**src/include/psc_map.vh**
```
// register indices, field positions and reset values of the page/crc bank
`ifndef PSC_MAP_VH
`define PSC_MAP_VH

`define PSC_AXI_AW          12
`define PSC_IDX_PAGE        8'h20
`define PSC_IDX_CRC_HI      8'h21
`define PSC_IDX_CRC_LO      8'h22
`define PSC_IDX_CONFIG      8'h30
`define PSC_IDX_STATUS      8'h31
`define PSC_IDX_IRQ_STAT    8'h32
`define PSC_IDX_IRQ_MASK    8'h33

`define PSC_PAGE_OVR_BIT    7
`define PSC_PAGE_NUM_HI     1
`define PSC_PAGE_NUM_LO     0
`define PSC_PAGE_RST        8'h00
`define PSC_CRC_RST         8'hff
`define PSC_CFG_REV_BIT     0
`define PSC_CFG_RST         8'h00
`define PSC_STAT_DONE_BIT   0

`define PSC_EV_CRC_DONE     0
`define PSC_EV_PAGED        1
`define PSC_EV_W            2
`define PSC_EV_RST          2'b00

`define PSC_ADDR_W          6
`define PSC_LOW_ADDR_W      4
`define PSC_RESP_OKAY       2'b00
`define PSC_RESP_SLVERR     2'b10

`endif

```
**src/psc_crc_view.v**
```verilog
// crc result byte registers with optional bit order reversal
`timescale 1ns/100ps
`default_nettype none
`include "psc_map.vh"

module psc_crc_view (
  input  wire        aclk,
  input  wire        aresetn,
  input  wire [15:0] crc_value,
  input  wire        bit_order_reverse,
  output reg  [7:0]  crc_high_byte_r,
  output reg  [7:0]  crc_low_byte_r
);

  wire [7:0] high_rev;
  wire [7:0] low_rev;

  // reversal stays inside each byte; the bytes never swap registers
  genvar i;
  generate
    for (i = 0; i < 8; i = i + 1) begin : g_rev
      assign high_rev[i] = crc_value[15 - i];
      assign low_rev[i]  = crc_value[7 - i];
    end
  endgenerate

  always @(posedge aclk) begin
    if (!aresetn) begin
      crc_high_byte_r <= `PSC_CRC_RST;
      crc_low_byte_r  <= `PSC_CRC_RST;
    end else begin
      crc_high_byte_r <= bit_order_reverse ? high_rev
                                           : crc_value[15:8];
      crc_low_byte_r  <= bit_order_reverse ? low_rev
                                           : crc_value[7:0];
    end
  end

endmodule
`default_nettype wire

```
**src/psc_axil_slave.v**
```verilog
// axi4-lite slave front end: one write and one read in flight
`timescale 1ns/100ps
`default_nettype none
`include "psc_map.vh"

module psc_axil_slave (
  input  wire                     aclk,
  input  wire                     aresetn,
  input  wire [`PSC_AXI_AW-1:0]   s_axi_awaddr,
  input  wire                     s_axi_awvalid,
  output reg                      s_axi_awready,
  input  wire [31:0]              s_axi_wdata,
  input  wire [3:0]               s_axi_wstrb,
  input  wire                     s_axi_wvalid,
  output reg                      s_axi_wready,
  output reg  [1:0]               s_axi_bresp,
  output reg                      s_axi_bvalid,
  input  wire                     s_axi_bready,
  input  wire [`PSC_AXI_AW-1:0]   s_axi_araddr,
  input  wire                     s_axi_arvalid,
  output reg                      s_axi_arready,
  output reg  [31:0]              s_axi_rdata,
  output reg  [1:0]               s_axi_rresp,
  output reg                      s_axi_rvalid,
  input  wire                     s_axi_rready,
  output wire                     wr_en,
  output reg  [`PSC_AXI_AW-1:0]   wr_addr_r,
  output reg  [31:0]              wr_data_r,
  output reg  [3:0]               wr_strb_r,
  input  wire                     wr_ok,
  output reg  [`PSC_AXI_AW-1:0]   rd_addr_r,
  input  wire [31:0]              rd_data,
  input  wire                     rd_ok
);

  reg aw_full_r;
  reg w_full_r;
  reg rd_pend_r;

  // the write fires only once both halves are held and no response waits
  assign wr_en = aw_full_r & w_full_r & ~s_axi_bvalid;

  always @(posedge aclk) begin
    if (!aresetn) begin
      s_axi_awready <= 1'b0;
      s_axi_wready  <= 1'b0;
      s_axi_bvalid  <= 1'b0;
      s_axi_bresp   <= `PSC_RESP_OKAY;
      aw_full_r     <= 1'b0;
      w_full_r      <= 1'b0;
      wr_addr_r     <= {`PSC_AXI_AW{1'b0}};
      wr_data_r     <= 32'h0000_0000;
      wr_strb_r     <= 4'h0;
    end else begin
      s_axi_awready <= s_axi_awvalid & ~s_axi_awready & ~aw_full_r;
      s_axi_wready  <= s_axi_wvalid & ~s_axi_wready & ~w_full_r;
      if (s_axi_awvalid && s_axi_awready) begin
        aw_full_r <= 1'b1;
        wr_addr_r <= s_axi_awaddr;
      end
      if (s_axi_wvalid && s_axi_wready) begin
        w_full_r  <= 1'b1;
        wr_data_r <= s_axi_wdata;
        wr_strb_r <= s_axi_wstrb;
      end
      if (wr_en) begin
        aw_full_r    <= 1'b0;
        w_full_r     <= 1'b0;
        s_axi_bvalid <= 1'b1;
        s_axi_bresp  <= wr_ok ? `PSC_RESP_OKAY : `PSC_RESP_SLVERR;
      end else if (s_axi_bvalid && s_axi_bready) begin
        s_axi_bvalid <= 1'b0;
      end
    end
  end

  always @(posedge aclk) begin
    if (!aresetn) begin
      s_axi_arready <= 1'b0;
      s_axi_rvalid  <= 1'b0;
      s_axi_rdata   <= 32'h0000_0000;
      s_axi_rresp   <= `PSC_RESP_OKAY;
      rd_pend_r     <= 1'b0;
      rd_addr_r     <= {`PSC_AXI_AW{1'b0}};
    end else begin
      s_axi_arready <= s_axi_arvalid & ~s_axi_arready & ~rd_pend_r
                       & ~s_axi_rvalid;
      if (s_axi_arvalid && s_axi_arready) begin
        rd_pend_r <= 1'b1;
        rd_addr_r <= s_axi_araddr;
      end
      if (rd_pend_r) begin
        rd_pend_r    <= 1'b0;
        s_axi_rvalid <= 1'b1;
        s_axi_rdata  <= rd_ok ? rd_data : 32'h0000_0000;
        s_axi_rresp  <= rd_ok ? `PSC_RESP_OKAY : `PSC_RESP_SLVERR;
      end else if (s_axi_rvalid && s_axi_rready) begin
        s_axi_rvalid <= 1'b0;
      end
    end
  end

endmodule
`default_nettype wire

```
**src/psc_top.v**
```verilog
// page select and crc result register bank with host address resolution
//
// Summary of operation
// - override set: page number supplies register address bits A5 and A4.
// - override set: low address bits come from pins or latch per interface.
// - override clear: whole address comes from the internal latch.
// - page register bits 6..2 read zero; host writes zeros there.
// - crc result shown as separate read-only high and low byte registers.
// - reverse option flips bits inside each crc byte, bytes stay put.
// - low crc byte register follows crc low byte one clock later, read-only.
//
// Added by the designer: the AXI4-Lite interface to the registers.
`timescale 1ns/100ps
`default_nettype none
`include "psc_map.vh"

module psc_top (
  input  wire                     aclk,
  input  wire                     aresetn,
  input  wire [`PSC_AXI_AW-1:0]   s_axi_awaddr,
  input  wire                     s_axi_awvalid,
  output wire                     s_axi_awready,
  input  wire [31:0]              s_axi_wdata,
  input  wire [3:0]               s_axi_wstrb,
  input  wire                     s_axi_wvalid,
  output wire                     s_axi_wready,
  output wire [1:0]               s_axi_bresp,
  output wire                     s_axi_bvalid,
  input  wire                     s_axi_bready,
  input  wire [`PSC_AXI_AW-1:0]   s_axi_araddr,
  input  wire                     s_axi_arvalid,
  output wire                     s_axi_arready,
  output wire [31:0]              s_axi_rdata,
  output wire [1:0]               s_axi_rresp,
  output wire                     s_axi_rvalid,
  input  wire                     s_axi_rready,
  input  wire [15:0]              crc_value,
  input  wire                     crc_done_flag,
  input  wire [`PSC_ADDR_W-1:0]   host_addr_pins,
  input  wire [`PSC_ADDR_W-1:0]   addr_latch,
  input  wire                     host_uses_pins,
  input  wire                     host_access,
  output reg  [`PSC_ADDR_W-1:0]   reg_addr_r,
  output reg                      reg_addr_valid_r,
  output reg                      page_override_enable_r,
  output reg  [1:0]               page_number_r,
  output reg                      bit_order_reverse_r,
  output wire [7:0]               crc_high_byte,
  output wire [7:0]               crc_low_byte,
  output reg                      irq_r
);

  // decode helper shared by the read and write paths
  localparam [3:0] SEL_NONE   = 4'd0;
  localparam [3:0] SEL_PAGE   = 4'd1;
  localparam [3:0] SEL_CRC_HI = 4'd2;
  localparam [3:0] SEL_CRC_LO = 4'd3;
  localparam [3:0] SEL_CONFIG = 4'd4;
  localparam [3:0] SEL_STATUS = 4'd5;
  localparam [3:0] SEL_ISTAT  = 4'd6;
  localparam [3:0] SEL_IMASK  = 4'd7;

  // reset words kept whole so single fields can be picked out at full width
  localparam [7:0] PAGE_RST   = `PSC_PAGE_RST;
  localparam [7:0] CFG_RST    = `PSC_CFG_RST;

  function [3:0] reg_sel;
    input [`PSC_AXI_AW-1:0] addr;
    reg   [7:0]             idx;
    begin
      idx = addr[9:2];
      if (addr[`PSC_AXI_AW-1:10] != 2'b00) begin
        reg_sel = SEL_NONE;
      end else begin
        case (idx)
          `PSC_IDX_PAGE:     reg_sel = SEL_PAGE;
          `PSC_IDX_CRC_HI:   reg_sel = SEL_CRC_HI;
          `PSC_IDX_CRC_LO:   reg_sel = SEL_CRC_LO;
          `PSC_IDX_CONFIG:   reg_sel = SEL_CONFIG;
          `PSC_IDX_STATUS:   reg_sel = SEL_STATUS;
          `PSC_IDX_IRQ_STAT: reg_sel = SEL_ISTAT;
          `PSC_IDX_IRQ_MASK: reg_sel = SEL_IMASK;
          default:           reg_sel = SEL_NONE;
        endcase
      end
    end
  endfunction

  wire                   wr_en;
  wire [`PSC_AXI_AW-1:0] wr_addr;
  wire [31:0]            wr_data;
  wire [3:0]             wr_strb;
  wire [`PSC_AXI_AW-1:0] rd_addr;
  reg  [31:0]            rd_data;
  reg                    rd_ok;
  reg                    wr_ok;
  wire [3:0]             wr_sel;
  wire [3:0]             rd_sel;
  wire                   wr_lane0;

  reg  [`PSC_ADDR_W-1:0] pins_meta_r;
  reg  [`PSC_ADDR_W-1:0] pins_sync_r;
  reg  [`PSC_EV_W-1:0]   irq_stat_r;
  reg  [`PSC_EV_W-1:0]   irq_mask_r;
  reg  [`PSC_EV_W-1:0]   irq_stat_nxt;
  reg  [`PSC_EV_W-1:0]   ev_set;
  reg                    crc_done_d_r;
  reg  [`PSC_ADDR_W-1:0] reg_addr_nxt;
  reg  [`PSC_LOW_ADDR_W-1:0] low_addr;

  assign wr_sel   = reg_sel(wr_addr);
  assign rd_sel   = reg_sel(rd_addr);
  assign wr_lane0 = wr_strb[0];

  psc_axil_slave u_bus (
    .aclk          (aclk),
    .aresetn       (aresetn),
    .s_axi_awaddr  (s_axi_awaddr),
    .s_axi_awvalid (s_axi_awvalid),
    .s_axi_awready (s_axi_awready),
    .s_axi_wdata   (s_axi_wdata),
    .s_axi_wstrb   (s_axi_wstrb),
    .s_axi_wvalid  (s_axi_wvalid),
    .s_axi_wready  (s_axi_wready),
    .s_axi_bresp   (s_axi_bresp),
    .s_axi_bvalid  (s_axi_bvalid),
    .s_axi_bready  (s_axi_bready),
    .s_axi_araddr  (s_axi_araddr),
    .s_axi_arvalid (s_axi_arvalid),
    .s_axi_arready (s_axi_arready),
    .s_axi_rdata   (s_axi_rdata),
    .s_axi_rresp   (s_axi_rresp),
    .s_axi_rvalid  (s_axi_rvalid),
    .s_axi_rready  (s_axi_rready),
    .wr_en         (wr_en),
    .wr_addr_r     (wr_addr),
    .wr_data_r     (wr_data),
    .wr_strb_r     (wr_strb),
    .wr_ok         (wr_ok),
    .rd_addr_r     (rd_addr),
    .rd_data       (rd_data),
    .rd_ok         (rd_ok)
  );

  psc_crc_view u_crc (
    .aclk              (aclk),
    .aresetn           (aresetn),
    .crc_value         (crc_value),
    .bit_order_reverse (bit_order_reverse_r),
    .crc_high_byte_r   (crc_high_byte),
    .crc_low_byte_r    (crc_low_byte)
  );

  // writes to the read-only crc and status words are refused with slverr
  always @* begin
    case (wr_sel)
      SEL_PAGE:   wr_ok = 1'b1;
      SEL_CONFIG: wr_ok = 1'b1;
      SEL_ISTAT:  wr_ok = 1'b1;
      SEL_IMASK:  wr_ok = 1'b1;
      SEL_CRC_HI: wr_ok = 1'b0;
      SEL_CRC_LO: wr_ok = 1'b0;
      default:    wr_ok = 1'b0;
    endcase
  end

  // page register, configuration and interrupt mask; reserved page bits are never stored
  always @(posedge aclk) begin
    if (!aresetn) begin
      page_override_enable_r <= PAGE_RST[`PSC_PAGE_OVR_BIT];
      page_number_r          <= PAGE_RST[`PSC_PAGE_NUM_HI:`PSC_PAGE_NUM_LO];
      bit_order_reverse_r    <= CFG_RST[`PSC_CFG_REV_BIT];
      irq_mask_r             <= `PSC_EV_RST;
    end else if (wr_en && wr_lane0) begin
      if (wr_sel == SEL_PAGE) begin
        page_override_enable_r <= wr_data[`PSC_PAGE_OVR_BIT];
        page_number_r <= wr_data[`PSC_PAGE_NUM_HI:`PSC_PAGE_NUM_LO];
      end
      if (wr_sel == SEL_CONFIG) begin
        bit_order_reverse_r <= wr_data[`PSC_CFG_REV_BIT];
      end
      if (wr_sel == SEL_IMASK) begin
        irq_mask_r <= wr_data[`PSC_EV_W-1:0];
      end
    end
  end

  // read mux; every word is one byte wide, upper bits read zero
  always @* begin
    rd_data = 32'h0000_0000;
    rd_ok   = 1'b1;
    case (rd_sel)
      SEL_PAGE: begin
        rd_data[`PSC_PAGE_OVR_BIT] = page_override_enable_r;
        rd_data[`PSC_PAGE_NUM_HI:`PSC_PAGE_NUM_LO] = page_number_r;
      end
      SEL_CRC_HI: rd_data[7:0] = crc_high_byte;
      SEL_CRC_LO: rd_data[7:0] = crc_low_byte;
      SEL_CONFIG: rd_data[`PSC_CFG_REV_BIT] = bit_order_reverse_r;
      SEL_STATUS: rd_data[`PSC_STAT_DONE_BIT] = crc_done_flag;
      SEL_ISTAT:  rd_data[`PSC_EV_W-1:0] = irq_stat_r;
      SEL_IMASK:  rd_data[`PSC_EV_W-1:0] = irq_mask_r;
      default:    rd_ok = 1'b0;
    endcase
  end

  // address pins come from outside the clock domain
  always @(posedge aclk) begin
    if (!aresetn) begin
      pins_meta_r <= {`PSC_ADDR_W{1'b0}};
      pins_sync_r <= {`PSC_ADDR_W{1'b0}};
    end else begin
      pins_meta_r <= host_addr_pins;
      pins_sync_r <= pins_meta_r;
    end
  end

  // register address resolution for each host access
  always @* begin
    low_addr = host_uses_pins ? pins_sync_r[`PSC_LOW_ADDR_W-1:0]
                              : addr_latch[`PSC_LOW_ADDR_W-1:0];
    if (page_override_enable_r) begin
      reg_addr_nxt = {page_number_r, low_addr};
    end else begin
      reg_addr_nxt = addr_latch;
    end
  end

  always @(posedge aclk) begin
    if (!aresetn) begin
      reg_addr_r       <= {`PSC_ADDR_W{1'b0}};
      reg_addr_valid_r <= 1'b0;
    end else begin
      reg_addr_valid_r <= host_access;
      if (host_access) begin
        reg_addr_r <= reg_addr_nxt;
      end
    end
  end

  // sticky events; a new event in the clearing cycle survives the clear
  always @* begin
    ev_set = `PSC_EV_RST;
    ev_set[`PSC_EV_CRC_DONE] = crc_done_flag & ~crc_done_d_r;
    ev_set[`PSC_EV_PAGED]    = host_access & page_override_enable_r;
    irq_stat_nxt = irq_stat_r;
    if (wr_en && wr_lane0 && wr_sel == SEL_ISTAT) begin
      irq_stat_nxt = irq_stat_nxt & ~wr_data[`PSC_EV_W-1:0];
    end
    irq_stat_nxt = irq_stat_nxt | ev_set;
  end

  always @(posedge aclk) begin
    if (!aresetn) begin
      crc_done_d_r <= 1'b0;
      irq_stat_r   <= `PSC_EV_RST;
      irq_r        <= 1'b0;
    end else begin
      crc_done_d_r <= crc_done_flag;
      irq_stat_r   <= irq_stat_nxt;
      irq_r        <= |(irq_stat_nxt & irq_mask_r);
    end
  end

endmodule
`default_nettype wire

```
**config.mk**
```make
export PLATFORM = sky130hd
export DESIGN_NAME = psc_top
export DESIGN_NICKNAME = d
export VERILOG_FILES = /design/src/psc_crc_view.v /design/src/psc_axil_slave.v /design/src/psc_top.v
export VERILOG_INCLUDE_DIRS = /design/src /design/src/include
export SDC_FILE = /design/constraint.sdc
export NUM_CORES = 1
export LEC_CHECK = 0
export BUFFER_PORTS_ARGS = -buffer_cell sky130_fd_sc_hd__buf_2
export CORE_MARGIN = 5
export CORE_UTILIZATION = 43
export DETAILED_ROUTE_END_ITERATION = 10
export HOLD_SLACK_MARGIN = 0.06
export PLACE_DENSITY_LB_ADDON = 0.2
export SYNTH_ARGS = -nofsm -noshare
export SYNTH_HDL_FRONTEND = slang
export SYNTH_SLANG_ARGS = --single-unit
```
**constraint.sdc**
```tcl
create_clock -name aclk -period 2.2 [get_ports aclk]
set_input_delay 0.11 -clock aclk [delete_from_list [all_inputs] [get_ports aclk]]
set_output_delay 0.11 -clock aclk [all_outputs]
set_load 0.01 [all_outputs]
```
; ---- Word-level counts from Yosys, hierarchy flattened
; Cells that the tools add are included.
[totals]
elab_cells = 120
input_bits = 98
out_inout_bits = 69
ff_bits = 118
[op_classes]
n_eq_ne = 25
n_bitwise = 25
reduce_logical = 19
muxes = 23
[op_table]
columns = op, count
row1 = $eq A8 B6 Y1 const B, 14
row2 = $pmux W3 S7, 2
row3 = $eq A4 B3 Y1 const B, 7
row4 = $mux W8, 3
row5 = $and A1 B1 Y1, 11
row6 = $not A1 Y1, 10
row7 = $pmux W5 S2, 1
row8 = $eq A4 B1 Y1 const B, 2
row9 = $eq A4 B2 Y1 const B, 2
row10 = $reduce_bool A2 Y1, 4
row11 = $logic_and A1 B1 Y1, 7
row12 = $mux W1, 7
row13 = $pmux W1 S7, 1
row14 = $reduce_or A7 Y1, 1
row15 = $mux W2, 3
row16 = $mux W3, 2
row17 = $mux W6, 1
row18 = $reduce_and A2 Y1, 3
row19 = $reduce_or A2 Y1, 3
row20 = $pmux W1 S5, 1
row21 = $and A2 B2 Y2, 2
row22 = $mux W4, 1
row23 = $reduce_or A4 Y1, 1
row24 = $pmux W1 S3, 1
row25 = other kinds (2), 2

; ---- Longest topological paths before layout
; Gate-level depths: netlist (run 1).
[logic_depth]
ltp_word = 9
depth_mapped = 6
ltp_nobuf = 4

; ---- Cells and area by module
; From an unflattened synthesis (run 1), not the netlist that was laid out.
[unflattened]
hier_cells = 643
hier_area_um2 = 5820.6
[by_module_without_submodules]
columns = mod, instances, cells_per_inst, seq_area_each_um2, area_per_inst_um2
row1 = psc_axil_slave, 1, 439, 2042.0, 3941.3
row2 = psc_top, 1, 152, 500.5, 1298.7
row3 = psc_crc_view, 1, 52, 320.3, 580.6

; ---- Worst setup path after synthesis (run 1)
; No wires, ideal clock.
[synth_timing]
kind = register to register
start = register u_bus.rd_addr_r[8]
end = register u_bus.s_axi_rdata[6]
path_stages_with_launch = 5
setup_ps = 58
slack_ps = 624
t_required_ps = 2142
t_arrival_ps = 1518
n_path_buf = 0
synth_period_minus_slack_ps = 1576
cell_sequence = dfxtp_1 -> or4b_4 -> a311oi_2 -> and4_4 -> a22o_2
[synth_via]
elab_chain_cells = 7
word_cells_on_any_way = 20
classes_between = eq/ne (14) / mux (5) / reduce/logical (1)
[synth_lines]
columns = item, line
row1 = start: declaration, psc_axil_slave.v:31  ; output reg [`PSC_AXI_AW-1:0] rd_addr_r,
row2 = start signal: assignment, psc_axil_slave.v:84  ; rd_addr_r <= {`PSC_AXI_AW{1'b0}};
row3 = start signal: assignment, psc_axil_slave.v:90  ; rd_addr_r <= s_axi_araddr;
row4 = $eq A8 B6 Y1, psc_top.v:75  ; case (idx)
row5 = $pmux W3 S7 (*), psc_top.v:75
row6 = $mux W3 (*), psc_top.v:72  ; if (addr[`PSC_AXI_AW-1:10] != 2'b00) begin
row7 = $eq A4 B3 Y1 (tied with other cells), psc_top.v:192  ; case (rd_sel)
row8 = $reduce_or A7 Y1 (no line), -
row9 = $mux W1, psc_top.v:192
row10 = $mux W8 (*), psc_axil_slave.v:95  ; s_axi_rdata <= rd_ok ? rd_data : 32'h0000_0000;
row11 = end signal: assignment, psc_axil_slave.v:95
row12 = end: declaration, psc_axil_slave.v:22  ; output reg [31:0] s_axi_rdata,
; Mark *: on every way between the ends. The rest lies on a longest branch, timed or not.
; A chain may end at the register's enable or synchronous reset.

; ---- Worst setup path in the final report (run 1)
; Ends and elaborated chain as after synthesis.

==> flow_summary_export.csv, run 1 <==
group,metric,value,unit
sta,setup_ws,448.9,ps
cts,clock-sinks,83,
yosys,ys_seq_area_share,47.72,%
pwr,vdd_drop_max,0.0004421,V
yosys,synth_top_family_by_area,"simple AND/OR/NAND/NOR gates",
global_route,grt_pass1_vias,2972,
pwr,swShare,24.28,%
global_route,overflow,0,
cts,clock_latency,350,ps
placed_design,dpl.hpwl,5897,um
cts,cts_tree,"yes",
yosys,synth_top_area_share,47.72,%
sta,max_freq,571.1,MHz
yosys,synth_edf_count,0,
critical_path,worstSetupStartpointType,"flop",
global_route,grt_pass1_wl,13740,um
pwr,pwr-share-seq,52.5,%
floorplanning,start_util,44.60,%
cts,holdBufCountCts,56,
run,drv_cap,0,
sta,finalCritPeriodShare,79.59,%
critical_path,crit_family,"simple AND/OR/NAND/NOR gates",
critical_path,end_kind,"flop",
critical_path,slowest_delay,540,ps
route,first_iter_violations,117,
floorplanning,die_h,99.99,um
critical_path,cpMaxStageDelayCell,"or4b_4",
pwr,p_total,3.033,mW
cts,cts_made_buffers,9,
layout,diodes,0,
cts,cts_buffer_depth,2,
route,vias_per_cell,4.715,
floorplanning,ioPinCount,167,
hold_path,hp-class,"in2reg",
critical_path,critPathKind,"reg2reg",
sta,rsz0062_at_grt,"no",
outcome,outcome,"completed",
route,drtPass1Iterations,4,
sta,finalHoldViolations,0,
route,vias,2975,
floorplanning,die_area,9998,sq um
yosys,syn_area_per_cell,9.310,sq um
sta,layout_min_cycle_time,1751,ps
route,routedWlPerCell,13.35,um
cts,postCtsResizedCells,0,
placed_design,place_ws,454.4,ps
route,ant_nets,0,
floorplanning,die_x,99.99,um
critical_path,worstPathArrival,2060,ps
route,drt_wl_total,8423,um
critical_path,crit_chain,"or4b_4 -> a311oi_2 -> and4_4 -> a22o_2",
sta,tightest_slew,545.8,ps
critical_path,worstPathRequired,2500,ps
cts,cts_root_buf,"clkbuf_8",
yosys,ys.warnings.count,0,
layout,layout-drive-gt1-share,24.39,%
global_route,grt_max_degree,32,
pwr,power.internal,2.297,mW
cts,cts_max_level,3,
sta,whs,75.42,ps
floorplanning,core,7807,sq um
placed_design,placed_cells,559,
global_route,grt_antenna_before_repair,0,
yosys,synthCells,374,
cts,post_cts_buffers,0,
critical_path,cp_num_buf_inv,0,
layout,final_util,60.50,%
yosys,synthFlopType,"dfxtp_1",
layout,area.growth.synth_to_final,35.64,%
sta,skew,16.05,ps
sta,tns,0,ps
yosys,syn-cell-area,3482,sq um
yosys,yosysTopAreaCell,"dfxtp_1",
yosys,synthMuxAreaShare,8.696,%
layout,final_common_cell,"buf_2",
placed_design,port_buffers,102,
placed_design,place_congestion,0.7337,
yosys,synth-simple-area-share,20.80,%
sta,setup_viol,0,
yosys,async_flop_share,0,%
cts,clkSlewWorstSetupHoldPaths,90,ps
pwr,power_switching,736.4,uW
sta,slew_headroom,63.54,%
pwr,combPwrFrac,11.1,%
placed_design,dpl_cell_area,3961,sq um
route,drc_errors,0,
layout,stdcell_count,631,
yosys,synthTopCellsByArea,"dfxtp_1 48%, nand2_1 9.4%, mux2i_1 8.0%",
layout,nFillCells,666,
layout,final_cell_mix,"102 x buf_2, 87 x nand2_1, 83 x dfxtp_1, 56 x dlygate4sd3_1, 28 x mux2i_1",
pwr,powerDensity,642.2,nW/um^2
floorplanning,rows,32,
critical_path,cp_max_fo,5,
layout,layout.nets,622,
global_route,track_usage,16.72,%
sta,finalMaxSlewViolations,0,
pwr,clkPwrFrac,36.4,%
yosys,synth-adder-area-share,0,%
yosys,synth_cell_type_count,42,
yosys,synth_compound_area_share,14.44,%
pwr,p_leak,2.060,nW
yosys,synth_xor_area_share,0,%
layout,final_cell_area,4723,sq um
yosys,synth_seq_cells,83,
-- flip-flops by register name, indices dropped and copies added (netlist names), 2 cells and up --
name                   count
reg_addr_r                 6
u_bus.wr_data_r            3
u_crc.crc_high_byte_r      8
pins_sync_r                4
irq_mask_r                 2
u_bus.wr_addr_r           10
u_bus.s_axi_rdata          8
irq_stat_r                 2
u_crc.crc_low_byte_r       8
page_number_r              2
pins_meta_r                4
u_bus.rd_addr_r           10
-- final timing paths --
check | start | endpoint | depth (start not counted) | slack, ps
max | u_bus.rd_addr_r[8] | u_bus.s_axi_rdata[6] | 4 | 450
min | s_axi_bready | u_bus.s_axi_bvalid | 3 | 80
max reg2reg | u_bus.rd_addr_r[8] | u_bus.s_axi_rdata[6] | 4 | 450
min reg2reg | pins_meta_r[0] | pins_sync_r[0] | 1 | 440
-- synthesized netlist by cell type, drive strengths merged, types with 3 or more instances --
library cell	count
o21ai	6
dfxtp	83
nand3	16
nand2	87
clkbuf	16
and2	12
a21boi	27
buf	32
nor2	5
nor2b	8
a22o	11
mux2i	28
a21oi	3
nand2b	4
o211a	8
-- power by group through the flow --
stage	clock network (mW)	logic [mW]	registers (mW)
global placement	0	0.252	1.63
global route	1.19	0.370	1.60
detailed placement	0	0.257	1.63
finish	1.10	0.335	1.59
CTS	1.13	0.334	1.59
floorplan	0	0.168	1.63
-- cell families (layout without fill, tap and decap cells) --
kind of cell | Yosys count | after routing
buffers and inverters | 49 | 179
AOI/OAI and AO/OA | 64 | 64
other | 1 | 26
muxes | 29 | 29
DFF | 83 | 83
and+or+nand+nor | 148 | 148
-- cell type report --
cell class / instances / area (sq um) / share of cell area (%)
Sequential cell: 83 / 1662 / 35.18
Multi-Input combinational cell: 267 / 1628 / 34.46
Clock buffer: 11 / 141.4 / 2.993
Tap cell: 102 / 127.6 / 2.702
Clock inverter: 5 / 60.06 / 1.272
Timing Repair Buffer: 162 / 1101 / 23.31
Inverter: 1 / 3.754 / 0.07947
-- metal layers --
layer  global-route usage [%]  part of all wire (%)  vias to the layer above
met3                    3.197                   6.3                       10
met1                    21.47                    44                     1351
met2                    28.27                    49                       90
met4                    5.492                  0.99                        0
met5                        0                     0                        -
li1                         -                     -                     1524
-- worst min-delay path, cell delays in order --
cell	delay [ps]
buf_2	80
nor2b_1	30
o21a_1	150
(Power assumes the default switching activity.)
==> run 2, diff against run 1 <==
==> constraint.sdc (replaced) <==
create_clock -name aclk -period 1.8 [get_ports aclk]
set_input_delay 0.09 -clock aclk [delete_from_list [all_inputs] [get_ports aclk]]
set_output_delay 0.09 -clock aclk [all_outputs]
set_load 0.01 [all_outputs]
==> run 2 against run 1 <==
Sequential share of layout area fell by 0.18 points. Power rose by 16%. Design area rose by 0.50%. Register-to-register slack got worse by 350 ps. Via count rose by 2.6%. Worst hold slack improved by 12 ps. Clock skew fell by 9.1 ps. Clock power rose by 6%. Combinational power rose by 26%. Wire length rose by 2.6%. Utilization rose by 0.30 points. Highest routed layer unchanged.
==> flow_summary_export.csv, run 2 (synthesis results as in run 1) <==
group,metric,value,unit
floorplanning,die_area,9998,sq um
cts,cts_max_level,3,
critical_path,worstPathRequired,2080,ps
critical_path,worstSetupStartpointType,"flop",
sta,skew,6.947,ps
cts,post_cts_buffers,0,
floorplanning,start_util,44.60,%
layout,layout.nets,626,
outcome,outcome,"completed",
cts,clock_latency,340,ps
cts,clock-sinks,83,
sta,max_freq,586.2,MHz
route,drc_errors,0,
placed_design,dpl_cell_area,3996,sq um
layout,stdcell_count,634,
route,ant_nets,0,
critical_path,critPathKind,"reg2reg",
sta,setup_viol,0,
floorplanning,die_h,99.99,um
cts,clkSlewWorstSetupHoldPaths,80,ps
critical_path,cp_max_fo,5,
layout,nFillCells,677,
run,drv_cap,0,
layout,area.growth.synth_to_final,36.33,%
layout,final_cell_area,4747,sq um
floorplanning,die_x,99.99,um
global_route,grt_pass1_vias,3003,
sta,finalCritPeriodShare,94.78,%
layout,multiInputGateArea,1638,sq um
sta,layout_min_cycle_time,1706,ps
pwr,powerDensity,744.4,nW/um^2
sta,tns,0,ps
route,first_iter_violations,46,
sta,tightest_slew,624.8,ps
pwr,vdd_drop_max,0.0003909,V
global_route,overflow,0,
global_route,grt_antenna_before_repair,0,
critical_path,worstPathArrival,1990,ps
floorplanning,core,7807,sq um
floorplanning,rows,32,
route,vias_per_cell,4.812,
sta,whs,87.62,ps
cts,cts_buffer_depth,2,
placed_design,port_buffers,102,
global_route,track_usage,16.76,%
route,drt_wl_total,8640,um
placed_design,dpl.hpwl,5805,um
route,drtPass1Iterations,4,
sta,finalMaxSlewViolations,0,
layout,layout-drive-gt1-share,24.86,%
cts,cts_made_buffers,9,
layout,top_regs,"u_bus.rd_addr_r (10), u_bus.wr_addr_r (10)",
layout,final_common_cell,"buf_2",
cts,cts_tree,"yes",
placed_design,place_congestion,0.7322,
placed_design,placed_cells,562,
global_route,grt_pass1_wl,13440,um
cts,cts_root_buf,"clkbuf_8",
critical_path,end_kind,"flop",
layout,register_area,1662,sq um
pwr,p_leak,2.074,nW
route,routedWlPerCell,13.63,um
sta,slew_headroom,58.26,%
route,vias,3051,
floorplanning,ioPinCount,167,
global_route,grt_max_degree,80,
hold_path,hp-class,"in2reg",
sta,finalHoldViolations,0,
sta,rsz0062_at_grt,"no",
layout,final_cell_mix,"102 x buf_2, 87 x nand2_1, 83 x dfxtp_1, 57 x dlygate4sd3_1, 28 x mux2i_1",
pwr,p_total,3.534,mW
==> run 2: changes by cell type in the layout (fill, tap and decap cells not counted) <==
cell,delta
buf_4,+2
buf_12,+1
bufinv_16,-1
clkbuf_8,+1
clkinv_4,-1
diode_2,+1
dlygate4sd3_1,+1
inv_6,-1
nor4b_1,-1
nor4b_2,+1
or4_1,-1
or4_4,+1
==> run 2: report_power, final <==
part / internal, mW / total (mW) / switching (mW) / leakage, nW
Clock: 0.560 / 1.17 / 0.607 / 0.0843
Sequential: 1.90 / 1.94 / 0.0418 / 0.680
Combinational: 0.225 / 0.423 / 0.197 / 1.31
==> run 2: final cells by class <==
type / count / share of cell area (%)
antenna: 1 / 0.05271
clock buffer: 12 / 3.268
clock inverter: 2 / 0.2636
inverter: 1 / 0.07907
multi-input combinational: 267 / 34.50
sequential: 83 / 35.00
tap: 102 / 2.688
timing repair buffer: 166 / 24.14
==> run 2: what timing repair did <==
item,CTS,global route
endpoints found under the setup margin,0,1
resized for setup,0,2
endpoints found under the hold margin,49,0
hold buffers,57,0
==> run 2: critical path: stages, from the launching register on <==
cell and delay [ps]:
dfxtp_1 310, or4b_4 540, a311oi_2 330, and4_4 320, a22o_2 140
==> run 2: worst paths after layout <==
kind	start	to	slack [ps]	depth (start not counted)
worst min register to register	pins_meta_r[2]	pins_sync_r[2]	440	1
worst min-delay path	s_axi_wvalid	u_bus.s_axi_wready	90	2
worst max-delay path	u_bus.rd_addr_r[8]	u_bus.s_axi_rdata[6]	90	4
worst max register to register	u_bus.rd_addr_r[8]	u_bus.s_axi_rdata[6]	90	4
==> run 2: metal layers <==
layer | up-vias | share of wire (%) | track usage [%]
li1 | 1531 | - | -
met1 | 1401 | 43 | 19.40
met2 | 102 | 48 | 29.14
met3 | 17 | 6.9 | 3.475
met4 | 0 | 2.5 | 8.601
met5 | - | 0 | 0
==> run 2: per-stage QoR <==
stage	setup WS [ps]	utilization, %
after floorplan	224.3	-
after global placement	144.9	51.19
after detailed placement	90.92	51.19
after CTS	69.38	60.64
after global routing	29.55	60.77
final	94.02	60.80
==> run 3, diff against run 2 <==
==> constraint.sdc (replaced) <==
create_clock -name aclk -period 1.8 [get_ports aclk]
set_input_delay 0.09 -clock aclk [delete_from_list [all_inputs] [get_ports aclk]]
set_output_delay 0.09 -clock aclk [all_outputs]
set_load 0.1 [all_outputs]
==> run 3 against run 2 <==
Wire length up 0.78%. Register-to-register slack about the same. Sequential cell count unchanged. Largest cell class unchanged. Sequential power about the same. Critical path type unchanged. Combinational power up 110%. Utilization up 0.98 points. Cell count unchanged.
==> flow_summary_export.csv, run 3 (synthesis results as in run 1) <==
group,metric,value,unit
outcome,outcome,"completed",
floorplanning,die_x,99.99,um
layout,final_common_cell,"buf_2",
sta,finalCritPeriodShare,95.08,%
layout,area.growth.synth_to_final,38.52,%
sta,slew_headroom,63.16,%
sta,setup_viol,0,
floorplanning,ioPinCount,167,
cts,cts_root_buf,"clkbuf_8",
placed_design,dpl.hpwl,5764,um
sta,skew,12.54,ps
critical_path,end_kind,"flop",
critical_path,critPathKind,"reg2reg",
sta,max_freq,584.3,MHz
route,routedWlPerCell,13.73,um
critical_path,reg2reg_from,"u_bus.rd_addr_r[9]",
layout,top_regs,"u_bus.rd_addr_r (10), u_bus.wr_addr_r (10)",
sta,rsz0062_at_grt,"no",
floorplanning,die_area,9998,sq um
global_route,overflow,0,
layout,final_cell_mix,"102 x buf_2, 87 x nand2_1, 80 x dfxtp_1, 57 x dlygate4sd3_1, 28 x mux2i_1",
sta,finalHoldViolations,0,
layout,nFillCells,676,
layout,layout.nets,625,
critical_path,worstPathArrival,2010,ps
layout,register_area,1668,sq um
pwr,vdd_drop_max,0.0004924,V
pwr,p_total,4.422,mW
route,ant_nets,0,
placed_design,place_congestion,0.7174,
cts,clock_latency,340,ps
hold_path,hp-class,"in2reg",
layout,diodes,0,
floorplanning,rows,32,
critical_path,crit_chain,"or4b_4 -> a311oi_2 -> and4_4 -> a22o_2",
critical_path,cpMaxStageDelayCell,"or4b_4",
critical_path,cp_max_fo,5,
critical_path,slowest_delay,530,ps
global_route,grt_antenna_before_repair,0,
cts,cts_made_buffers,9,
sta,tightest_slew,551.5,ps
run,drv_cap,0,
layout,layout-drive-gt1-share,25.56,%
global_route,grt_max_degree,50,
floorplanning,start_util,44.60,%
critical_path,cp-startpoint,"u_bus.rd_addr_r[9]",
cts,clkSlewWorstSetupHoldPaths,90,ps
route,vias,3054,
placed_design,place_ws,86.76,ps
global_route,track_usage,17.36,%
global_route,grt_pass1_vias,2919,
critical_path,cp_num_buf_inv,0,
sta,setup_ws,88.51,ps
floorplanning,core,7807,sq um
pwr,p_leak,2.106,nW
sta,tns,0,ps
layout,multiInputGateArea,1643,sq um
sta,finalMaxSlewViolations,0,
floorplanning,die_h,99.99,um
route,drc_errors,0,
route,vias_per_cell,4.817,
cts,cts_tree,"yes",
global_route,grt_pass1_wl,13920,um
route,drt_wl_total,8707,um
critical_path,worstSetupStartpointType,"flop",
placed_design,port_buffers,102,
pwr,powerDensity,916.7,nW/um^2
critical_path,worstPathRequired,2090,ps
sta,layout_min_cycle_time,1711,ps
route,drtPass1Iterations,4,
route,first_iter_violations,73,
cts,cts_buffer_depth,2,
cts,cts_max_level,3,
hold_path,hold_path.startpoint,"s_axi_wvalid",
cts,clock-sinks,83,
critical_path,crit_family,"simple AND/OR/NAND/NOR gates",
-- run 3: cell types whose count changed in the layout (fill, tap and decap cells not counted), sizes merged --
cell    delta
diode      -1
clkinv     -1
buf        -1
bufinv     +3
-- run 3: power breakdown --
part	switching [mW]	internal, mW
Clock	0.642	0.962
Sequential	0.0420	1.90
Combinational	0.649	0.227
-- run 3: per-layer routing --
metal | part of all wire, % | wire (um) | vias to the layer above | GRT usage (%)
li1 | - | - | 1532 | -
met1 | 43 | 3768 | 1402 | 21.10
met2 | 47 | 4133 | 98 | 29.19
met3 | 6.5 | 567 | 22 | 3.892
met4 | 2.7 | 238 | 0 | 8.083
met5 | 0 | 0 | - | 0
-- run 3: what timing repair did --
| action | CTS | global route |
|---|---|---|
| setup endpoints to repair | 0 | 3 |
| resized for setup | 0 | 4 |
| endpoints found under the hold margin | 49 | 0 |
| hold buffers | 57 | 0 |
| setup buffers | 0 | 0 |
-- run 3: metrics by stage --
stage	instances	instance area, sq um	hold slack [ps]	util (%)
finish	634	4823	77.54	61.78
global route	634	4823	71.48	61.78
CTS	634	4806	61.01	61.55
detailed placement	561	3993	299.1	51.14
global placement	561	3993	299.3	51.14
floorplan	399	3580	211.7	-
-- run 3: final cells by class --
| class | count | share of cell area, % |
|---|---|---|
| Tap cell | 102 | 2.646 |
| Multi-Input combinational cell | 267 | 34.06 |
| Clock inverter | 4 | 2.023 |
| Sequential cell | 83 | 34.58 |
| Inverter | 1 | 0.07782 |
| Timing Repair Buffer | 165 | 23.61 |
| Clock buffer | 12 | 3.009 |
-- run 3: path summary, 6_finish.rpt --
kind                               end  slack, ps  cells past startpoint
setup / recovery  u_bus.s_axi_rdata[6]         90                      4
hold / removal      u_bus.wr_data_r[7]         80                      3
setup reg to reg  u_bus.s_axi_rdata[6]         90                      4
hold reg to reg         pins_sync_r[3]        440                      1
-- run 3: worst min-delay path, stage by stage --
cell and delay, ps:
buf_2 140, nand3_1 80, a21boi_0 60
